## src/rtl/fws_pkg.sv

```systemverilog
`default_nettype none
package fws_pkg;
   localparam int unsigned CLK_MHZ          = 125;
   localparam int unsigned RD_CYCLE_NS      = 90;
   localparam int unsigned RD_CYCLES        = (RD_CYCLE_NS * CLK_MHZ + 999) / 1000;
   localparam int unsigned WR_PULSE_NS      = 45;
   localparam int unsigned WR_CYCLES        = (WR_PULSE_NS * CLK_MHZ + 999) / 1000;
   localparam int unsigned ERASE_GAP_US     = 50;
   localparam int unsigned ERASE_GAP_CYCLES = (ERASE_GAP_US * CLK_MHZ) - 1;

   localparam logic [3:0] ADR_CTRL   = 4'h0;
   localparam logic [3:0] ADR_ADDR   = 4'h1;
   localparam logic [3:0] ADR_WDATA  = 4'h2;
   localparam logic [3:0] ADR_STATUS = 4'h3;
   localparam logic [3:0] ADR_RDATA  = 4'h4;

   localparam int unsigned CTRL_POLL  = 0;
   localparam int unsigned CTRL_WRITE = 1;
   localparam int unsigned CTRL_CHECK = 2;
   localparam int unsigned CTRL_ABORT = 3;

   localparam int unsigned BIT_POLL  = 7;
   localparam int unsigned BIT_TOG1  = 6;
   localparam int unsigned BIT_FAIL  = 5;
   localparam int unsigned BIT_WIN   = 3;
   localparam int unsigned BIT_TOG2  = 2;

   localparam logic [7:0] RESET_CMD = 8'hF0;

   typedef enum logic [2:0] {
      FWS_IDLE  = 3'b000,
      FWS_READ1 = 3'b001,
      FWS_READ2 = 3'b010,
      FWS_READ3 = 3'b011,
      FWS_WRITE = 3'b100,
      FWS_RST   = 3'b101
   } fws_state_e;

   typedef struct packed {
      logic       busy;
      logic       done;
      logic       fail;
      logic       window;
      logic       maybe_rejected;
      logic       ready_pin;
   } fws_status_s;
endpackage
`default_nettype wire

```

## src/rtl/fws_host.sv

```systemverilog
// Contract
// RULE1 - Two consecutive reads compare the toggle bit.
// RULE2 - Toggle steady means done, data valid.
// RULE3 - Toggling with fail flag high: recheck once; a window check (CTRL_CHECK) ends on the first toggle without a recheck.
// RULE4 - Still toggling after fail: write reset.
// RULE5 - Abandoned polling restarts from first read.
// RULE6 - Device raises fail flag past pulse limit.
// RULE7 - Programming zero to one fails eventually.
// RULE8 - Window bit zero while acceptance timer runs.
// RULE9 - Each added sector erase restarts timer.
// RULE10 - Chip erase uses no acceptance timer.
// RULE11 - Skip window check only under 50us spacing.
// RULE12 - Window set: only suspend accepted.
// RULE13 - Window clear: extra sectors accepted.
// RULE14 - Check window before and after added erase.
// RULE15 - Window high afterwards: command maybe rejected; code flags it only if the window was low before the write.
// RULE16 - Status reads use a valid address.
// RULE17 - Erase status pattern defined by device.
// RULE18 - Suspend status pattern defined by device.
// RULE19 - Program keeps fail low, busy pin low.
// RULE20 - Toggle one bit inverts every busy read.
// RULE21 - Sector toggle only inside erasing sectors.
// RULE22 - Poll bit complements datum while programming.
// RULE23 - Ready pin low while busy.
//
// The address-and-strobe port and the register addresses are this design's own decisions.
`default_nettype none
module fws_host #(
   parameter int unsigned ADDR_W = 19
) (
   input  wire logic              i_clk_sys,
   input  wire logic              i_rst,
   input  wire logic [3:0]        i_reg_addr,
   input  wire logic [31:0]       i_reg_wdata,
   input  wire logic              i_reg_wr,
   input  wire logic              i_reg_rd,
   output logic      [31:0]       o_reg_rdata,
   output logic      [ADDR_W-1:0] o_flash_addr,
   output logic      [7:0]        o_flash_dq_out,
   output logic                   o_flash_dq_oe,
   input  wire logic [7:0]        i_flash_dq_in,
   output logic                   o_flash_ce_n,
   output logic                   o_flash_oe_n,
   output logic                   o_flash_we_n,
   input  wire logic              i_ready_busy_pin
);
   localparam int unsigned CNT_W = 16;

   fws_pkg::fws_state_e  state_q;
   fws_pkg::fws_status_s stat_q;
   logic [ADDR_W-1:0]    addr_q;
   logic [7:0]           wdata_q;
   logic [7:0]           first_q;
   logic [7:0]           last_q;
   logic [CNT_W-1:0]     cnt_q;
   logic [CNT_W-1:0]     gap_q;
   logic                 recheck_q;
   logic                 check_q;
   logic                 pre_win_q;
   logic                 rd_go;
   logic                 wr_go;
   logic                 ab_go;
   logic                 ck_go;
   logic                 cnt_end;
   logic [7:0]           tog_diff;

   assign rd_go   = i_reg_wr && i_reg_addr == fws_pkg::ADR_CTRL && i_reg_wdata[fws_pkg::CTRL_POLL];
   assign wr_go   = i_reg_wr && i_reg_addr == fws_pkg::ADR_CTRL && i_reg_wdata[fws_pkg::CTRL_WRITE];
   assign ck_go   = i_reg_wr && i_reg_addr == fws_pkg::ADR_CTRL && i_reg_wdata[fws_pkg::CTRL_CHECK];
   assign ab_go   = i_reg_wr && i_reg_addr == fws_pkg::ADR_CTRL && i_reg_wdata[fws_pkg::CTRL_ABORT];
   assign cnt_end = cnt_q == '0;
   assign tog_diff = first_q ^ i_flash_dq_in;

   always_ff @(posedge i_clk_sys or posedge i_rst) begin
      if (i_rst) begin
         addr_q  <= '0;
         wdata_q <= '0;
      end else if (i_reg_wr && i_reg_addr == fws_pkg::ADR_ADDR) begin
         addr_q <= i_reg_wdata[ADDR_W-1:0]; // RULE16
      end else if (i_reg_wr && i_reg_addr == fws_pkg::ADR_WDATA) begin
         wdata_q <= i_reg_wdata[7:0];
      end
   end

   // Spacing since the last command write, so software can tell whether skipping the window check is safe.
   always_ff @(posedge i_clk_sys or posedge i_rst) begin
      if (i_rst) begin
         gap_q <= '0;
      end else if (state_q == fws_pkg::FWS_WRITE && cnt_end) begin
         gap_q <= '0;
      end else if (gap_q != CNT_W'(fws_pkg::ERASE_GAP_CYCLES)) begin
         gap_q <= gap_q + 1'b1; // RULE11
      end
   end

   always_ff @(posedge i_clk_sys or posedge i_rst) begin
      if (i_rst) begin
         state_q        <= fws_pkg::FWS_IDLE;
         cnt_q          <= '0;
         first_q        <= '0;
         last_q         <= '0;
         recheck_q      <= 1'b0;
         check_q        <= 1'b0;
         pre_win_q      <= 1'b0;
         stat_q         <= '0;
         o_flash_addr   <= '0;
         o_flash_dq_out <= '0;
         o_flash_dq_oe  <= 1'b0;
         o_flash_ce_n   <= 1'b1;
         o_flash_oe_n   <= 1'b1;
         o_flash_we_n   <= 1'b1;
      end else begin
         stat_q.ready_pin <= i_ready_busy_pin; // RULE23
         unique case (state_q)
            fws_pkg::FWS_IDLE: begin
               if (rd_go || ck_go) begin
                  // A new poll always starts with a fresh pair of reads.
                  state_q        <= fws_pkg::FWS_READ1; // RULE5
                  recheck_q      <= 1'b0;
                  check_q        <= ck_go;
                  stat_q.busy    <= 1'b1;
                  stat_q.done    <= 1'b0;
                  stat_q.fail    <= 1'b0;
                  cnt_q          <= CNT_W'(fws_pkg::RD_CYCLES);
                  o_flash_addr   <= addr_q; // RULE16
                  o_flash_ce_n   <= 1'b0;
                  o_flash_oe_n   <= 1'b0;
               end else if (wr_go) begin
                  state_q        <= fws_pkg::FWS_WRITE;
                  stat_q.busy    <= 1'b1;
                  pre_win_q      <= stat_q.window; // RULE14
                  cnt_q          <= CNT_W'(fws_pkg::WR_CYCLES);
                  o_flash_addr   <= addr_q;
                  o_flash_dq_out <= wdata_q;
                  o_flash_dq_oe  <= 1'b1;
                  o_flash_ce_n   <= 1'b0;
                  o_flash_we_n   <= 1'b0;
               end
            end
            fws_pkg::FWS_WRITE, fws_pkg::FWS_RST: begin
               if (cnt_end) begin
                  state_q       <= fws_pkg::FWS_IDLE;
                  stat_q.busy   <= 1'b0;
                  o_flash_dq_oe <= 1'b0;
                  o_flash_ce_n  <= 1'b1;
                  o_flash_we_n  <= 1'b1;
               end else begin
                  cnt_q <= cnt_q - 1'b1;
               end
            end
            default: begin
               if (ab_go) begin
                  state_q      <= fws_pkg::FWS_IDLE;
                  stat_q.busy  <= 1'b0;
                  o_flash_ce_n <= 1'b1;
                  o_flash_oe_n <= 1'b1;
               end else if (!cnt_end) begin
                  cnt_q <= cnt_q - 1'b1;
               end else begin
                  // Deassert OE between reads so each sample is a separate device read cycle.
                  o_flash_oe_n <= ~o_flash_oe_n;
                  cnt_q        <= CNT_W'(fws_pkg::RD_CYCLES);
                  if (!o_flash_oe_n) begin
                     last_q <= i_flash_dq_in;
                     if (state_q == fws_pkg::FWS_READ1) begin
                        first_q <= i_flash_dq_in; // RULE1
                        state_q <= fws_pkg::FWS_READ2;
                     end else if (!tog_diff[fws_pkg::BIT_TOG1]) begin
                        state_q      <= fws_pkg::FWS_READ3; // RULE2
                        stat_q.done  <= 1'b1;
                        stat_q.fail  <= 1'b0;
                     end else if (check_q) begin
                        state_q       <= fws_pkg::FWS_IDLE;
                        stat_q.busy   <= 1'b0;
                        stat_q.window <= i_flash_dq_in[fws_pkg::BIT_WIN]; // RULE8
                        stat_q.maybe_rejected <= pre_win_q == 1'b0 && i_flash_dq_in[fws_pkg::BIT_WIN]; // RULE15
                        o_flash_ce_n  <= 1'b1;
                     end else if (recheck_q) begin
                        state_q        <= fws_pkg::FWS_RST; // RULE4
                        stat_q.fail    <= 1'b1;
                        cnt_q          <= CNT_W'(fws_pkg::WR_CYCLES);
                        o_flash_dq_out <= fws_pkg::RESET_CMD;
                        o_flash_dq_oe  <= 1'b1;
                        o_flash_oe_n   <= 1'b1;
                        o_flash_we_n   <= 1'b0;
                     end else if (i_flash_dq_in[fws_pkg::BIT_FAIL]) begin
                        recheck_q <= 1'b1; // RULE3
                        first_q   <= i_flash_dq_in;
                     end else begin
                        first_q <= i_flash_dq_in;
                     end
                  end else if (state_q == fws_pkg::FWS_READ3) begin
                     state_q      <= fws_pkg::FWS_IDLE;
                     stat_q.busy  <= 1'b0;
                     o_flash_ce_n <= 1'b1;
                     o_flash_oe_n <= 1'b1;
                  end
               end
            end
         endcase
      end
   end

   always_ff @(posedge i_clk_sys or posedge i_rst) begin
      if (i_rst) begin
         o_reg_rdata <= '0;
      end else if (i_reg_rd) begin
         unique case (i_reg_addr)
            fws_pkg::ADR_ADDR:   o_reg_rdata <= 32'(addr_q);
            fws_pkg::ADR_WDATA:  o_reg_rdata <= {24'h00_0000, wdata_q};
            fws_pkg::ADR_STATUS: o_reg_rdata <= {24'h00_0000, gap_q == CNT_W'(fws_pkg::ERASE_GAP_CYCLES),
                                                 1'b0, stat_q};
            fws_pkg::ADR_RDATA:  o_reg_rdata <= {24'h00_0000, last_q};
            default:             o_reg_rdata <= 32'h0000_0000;
         endcase
      end else begin
         o_reg_rdata <= 32'h0000_0000;
      end
   end
endmodule
`default_nettype wire

```

## config.mk

```make
export PLATFORM = sky130hd
export DESIGN_NAME = fws_host
export DESIGN_NICKNAME = d
export VERILOG_FILES = /design/src/rtl/fws_pkg.sv /design/src/rtl/fws_host.sv
export SDC_FILE = /design/constraint.sdc
export NUM_CORES = 1
export LEC_CHECK = 0
export BUFFER_PORTS_ARGS = -buffer_cell sky130_fd_sc_hd__clkbuf_2
export CORE_UTILIZATION = 55
export DETAILED_ROUTE_END_ITERATION = 6
export HOLD_SLACK_MARGIN = 0.12
export PLACE_DENSITY = 0.78
export SKIP_CTS_REPAIR_TIMING = 1
export SYNTH_ARGS = -nofsm -noshare
export SYNTH_HDL_FRONTEND = slang
export SYNTH_SLANG_ARGS = --single-unit
```

## constraint.sdc

```tcl
create_clock -name i_clk_sys -period 10.3 [get_ports i_clk_sys]
set_input_delay 0.515 -clock i_clk_sys [delete_from_list [all_inputs] [get_ports i_clk_sys]]
set_output_delay 0.515 -clock i_clk_sys [all_outputs]
set_load 0.05 [all_outputs]
```

==> run summary <==
Int Power = 1090 µW
Synth async-reset ratio = 1.00
final critical-path required period = 2.84 ns
Antenna Violating Nets Remaining = 0
ant diodes = 0
Final Hold Vio Count = 0
met3 Usage GRT = 0.0644
IO Pins = 112
Synth Area per Inst = 11.4 µm²
DRT Wirelength = 14000 µm
# DRC = 0
Worst setup SP type = flip-flop
met1 Usage GRT = 0.354
Primary FF master, synth = dfrtp_1
number of H-tree levels = 4
P_sw = 545 µW
DP HPWL = 9540 µm
Yosys top cell by area = dfrtp_1
Reg2Reg Depth = 6
Syn Inst Count = 530
FF+latch count, synth = 130
Iter 0 DRT Violations = 338
Reg area = 3260 µm²
TNS Setup = 0 ns
CP Depth = 6
Crit path max-delay family = simple AND/OR/NAND/NOR gates
Port-buffer cells = 85
run status = complete, no violations
global-route wire length before repair = 22800 µm
largest net degree at the start of global routing = 79
clk_skew = 0.00578 ns
CP max stage delay = 0.71 ns
CP Capture Type = flip-flop
# setup viols final = 0
slowest library cell on the worst path = nor4_1
Yosys top cell area share = 0.527
Root Driver = clkbuf_8
routability cong. = 0.911
WP data required = 10.72 ns
Worst Path Max Fanout = 11
GRT Resource Usage Total = 0.266
vias in the first global route = 4464
Pins Over Slew Limit = 0
die width = 107 µm
PD cells = 231 nW/µm²
relative slew slack = 0.140
antenna violations before repair = 0
vias = 4604
DR vias/cell = 6.02
Die ar. = 11400 µm²
Core Footprint = 10500 µm²
Pleak = 0.00333 µW
Tcrit/Tclk final = 0.275
Area Overhead vs Synth = 17.6%
top cells by area, synth = dfrtp_1 (53%), mux2_2 (11%), nor2_1 (2.6%), nand2_1 (1.8%), a21oi_1 (1.7%)
worst hold path type = input port to async pin
Final Util = 0.678
Peak supply drop = 0.000152 V
Clock Latency Late Sink = 0.53 ns
GRT busiest layer = met2
met2 GRT Util = 0.417
Synth cell types = 65
CP Cell Sequence = inv_1 > ha_1 > nor4b_1 > nand4_1 > nor4_1 > mux2_2
Synth warnings = 0
most numerous cell in the Yosys netlist = dfrtp_1
Multi-input gate area = 2590 µm²
Die H = 107 µm
clock share of power = 0.354
fmax = 353 MHz
Worst Path Buf+Inv = 1
Worst-path clk slew = 0.06 ns
Fill cells = 796
Netlist Area Pre-Place = 6030 µm²
FF-to-FF End = stat_q[2]
GRT overflow = 0
most frequent cells after synthesis = dfrtp_1 (127), mux2_2 (58), nor2_1 (42)
max cap viols = 0
Seq/Total Area, Yosys = 0.540
sequential share of power = 0.431
crit path kind = flip-flop to flip-flop
RSZ-0062 raised after global routing = no
layout cells sized above 1 = 0.312
clock sink count = 130
CTS tree = built
First-pass DRT Iterations = 4
Design Power = 1640 µW
Post-synth EDFFs = 0
row count = 37
Clock Path Buffers = 2
Arrival @ worst endpoint = 3.25 ns
Final nets = 670
switching share of total power = 0.332
FF-to-FF Start = cnt_q[0]
Gate power share = 0.215
worst slew pin tran = 1.27 ns
Avg WL per Cell = 18.4 µm
Num CTS Buffers = 17
Starting Density = 0.577
R2R Setup Slk = 7.46 ns
## layout make-up
class,instances,area share
Clock buffer,17,0.0584
Clock inverter,14,0.0220
Inverter,14,0.00776
Multi-Input combinational cell,365,0.364
Sequential cell,130,0.459
Tap cell,136,0.0240
Timing Repair Buffer,89,0.0645
## worst max path at each step
stage | startpoint | end
after floorplan | i_rst | addr_q[0]
after global placement | i_reg_addr[1] | cnt_q[5]
after detailed placement | i_reg_addr[1] | cnt_q[5]
after CTS | cnt_q[4] | stat_q[2]
after global routing | cnt_q[4] | stat_q[2]
final | cnt_q[0] | stat_q[2]
## logic make-up (layout without fill, tap and decap cells)
logic type,Yosys count,count (layout),synth area share
adders and majority gates,4,4,0.00829
other,1,13,0.000621
muxes,59,59,0.110
buffers and inverters,47,134,0.0402
and+or+nand+nor,175,175,0.159
AOI/OAI and AO/OA,97,97,0.118
DFF,130,130,0.540
xor gates and xnor gates,17,17,0.0247
## cell usage in the layout, fill, tap and decap left out, types with 4 or more instances in the layout
master / instances
dfrtp_1: 127
clkbuf_2: 85
mux2_2: 58
nor2_1: 42
nand2_1: 29
a21oi_1: 20
nor3_1: 18
o21ai_0: 17
clkbuf_16: 16
inv_1: 13
conb_1: 13
and2_1: 12
a22o_1: 11
nand3_1: 10
xnor2_1: 10
or4_1: 10
o31ai_1: 9
or3_1: 8
xor2_1: 7
a22oi_1: 7
nand4_1: 6
nand2b_1: 6
a221oi_1: 6
nor2b_1: 5
nor4_1: 5
and3_1: 5
nor4b_1: 4
ha_1: 4
## worst reg2reg max path, stage by stage (launching register included)
cell and delay [ns]:
dfrtp_1 0.40, inv_1 0.13, ha_1 0.15, nor4b_1 0.36, nand4_1 0.57, nor4_1 0.72, mux2_2 0.40
## routing by layer
| layer | wire, µm | vias to the layer above |
|---|---|---|
| met5 | 0 | - |
| met4 | 280 | 0 |
| met3 | 826 | 30 |
| met2 | 6760 | 190 |
| met1 | 6170 | 2294 |
| li1 | - | 2090 |
## metrics by stage
step	worst slack, ns	cell area [µm²]	hold slack [ns]	std cells
floorplan	6.32	6080	0.437	542
global route	7.19	7100	0.207	765
CTS	7.55	7090	0.0670	764
finish	7.46	7100	0.188	765
detailed placement	7.40	6520	0.457	733
global placement	7.45	6520	0.456	733
## power by group through the flow
stage                     Sequential (µW)  Clock (µW)  Combinational (µW)
after floorplan                       707           0                 255
after global placement                702           0                 333
after CTS                             703         587                 349
final                                 707         580                 353
after global routing                  718         609                 387
after detailed placement              709           0                 346
## state kept, by name, indices dropped and copies added, names as in the netlist
register / count
o_reg_rdata: 19
stat_q: 6
o_flash_dq_oe: 1
check_q: 1
state_q: 3
o_flash_oe_n: 1
o_flash_ce_n: 1
first_q: 1
wdata_q: 8
o_flash_addr: 19
cnt_q: 16
o_flash_dq_out: 8
o_flash_we_n: 1
pre_win_q: 1
recheck_q: 1
gap_q: 16
last_q: 8
addr_q: 19
Power figures use the tool's default switching activity.
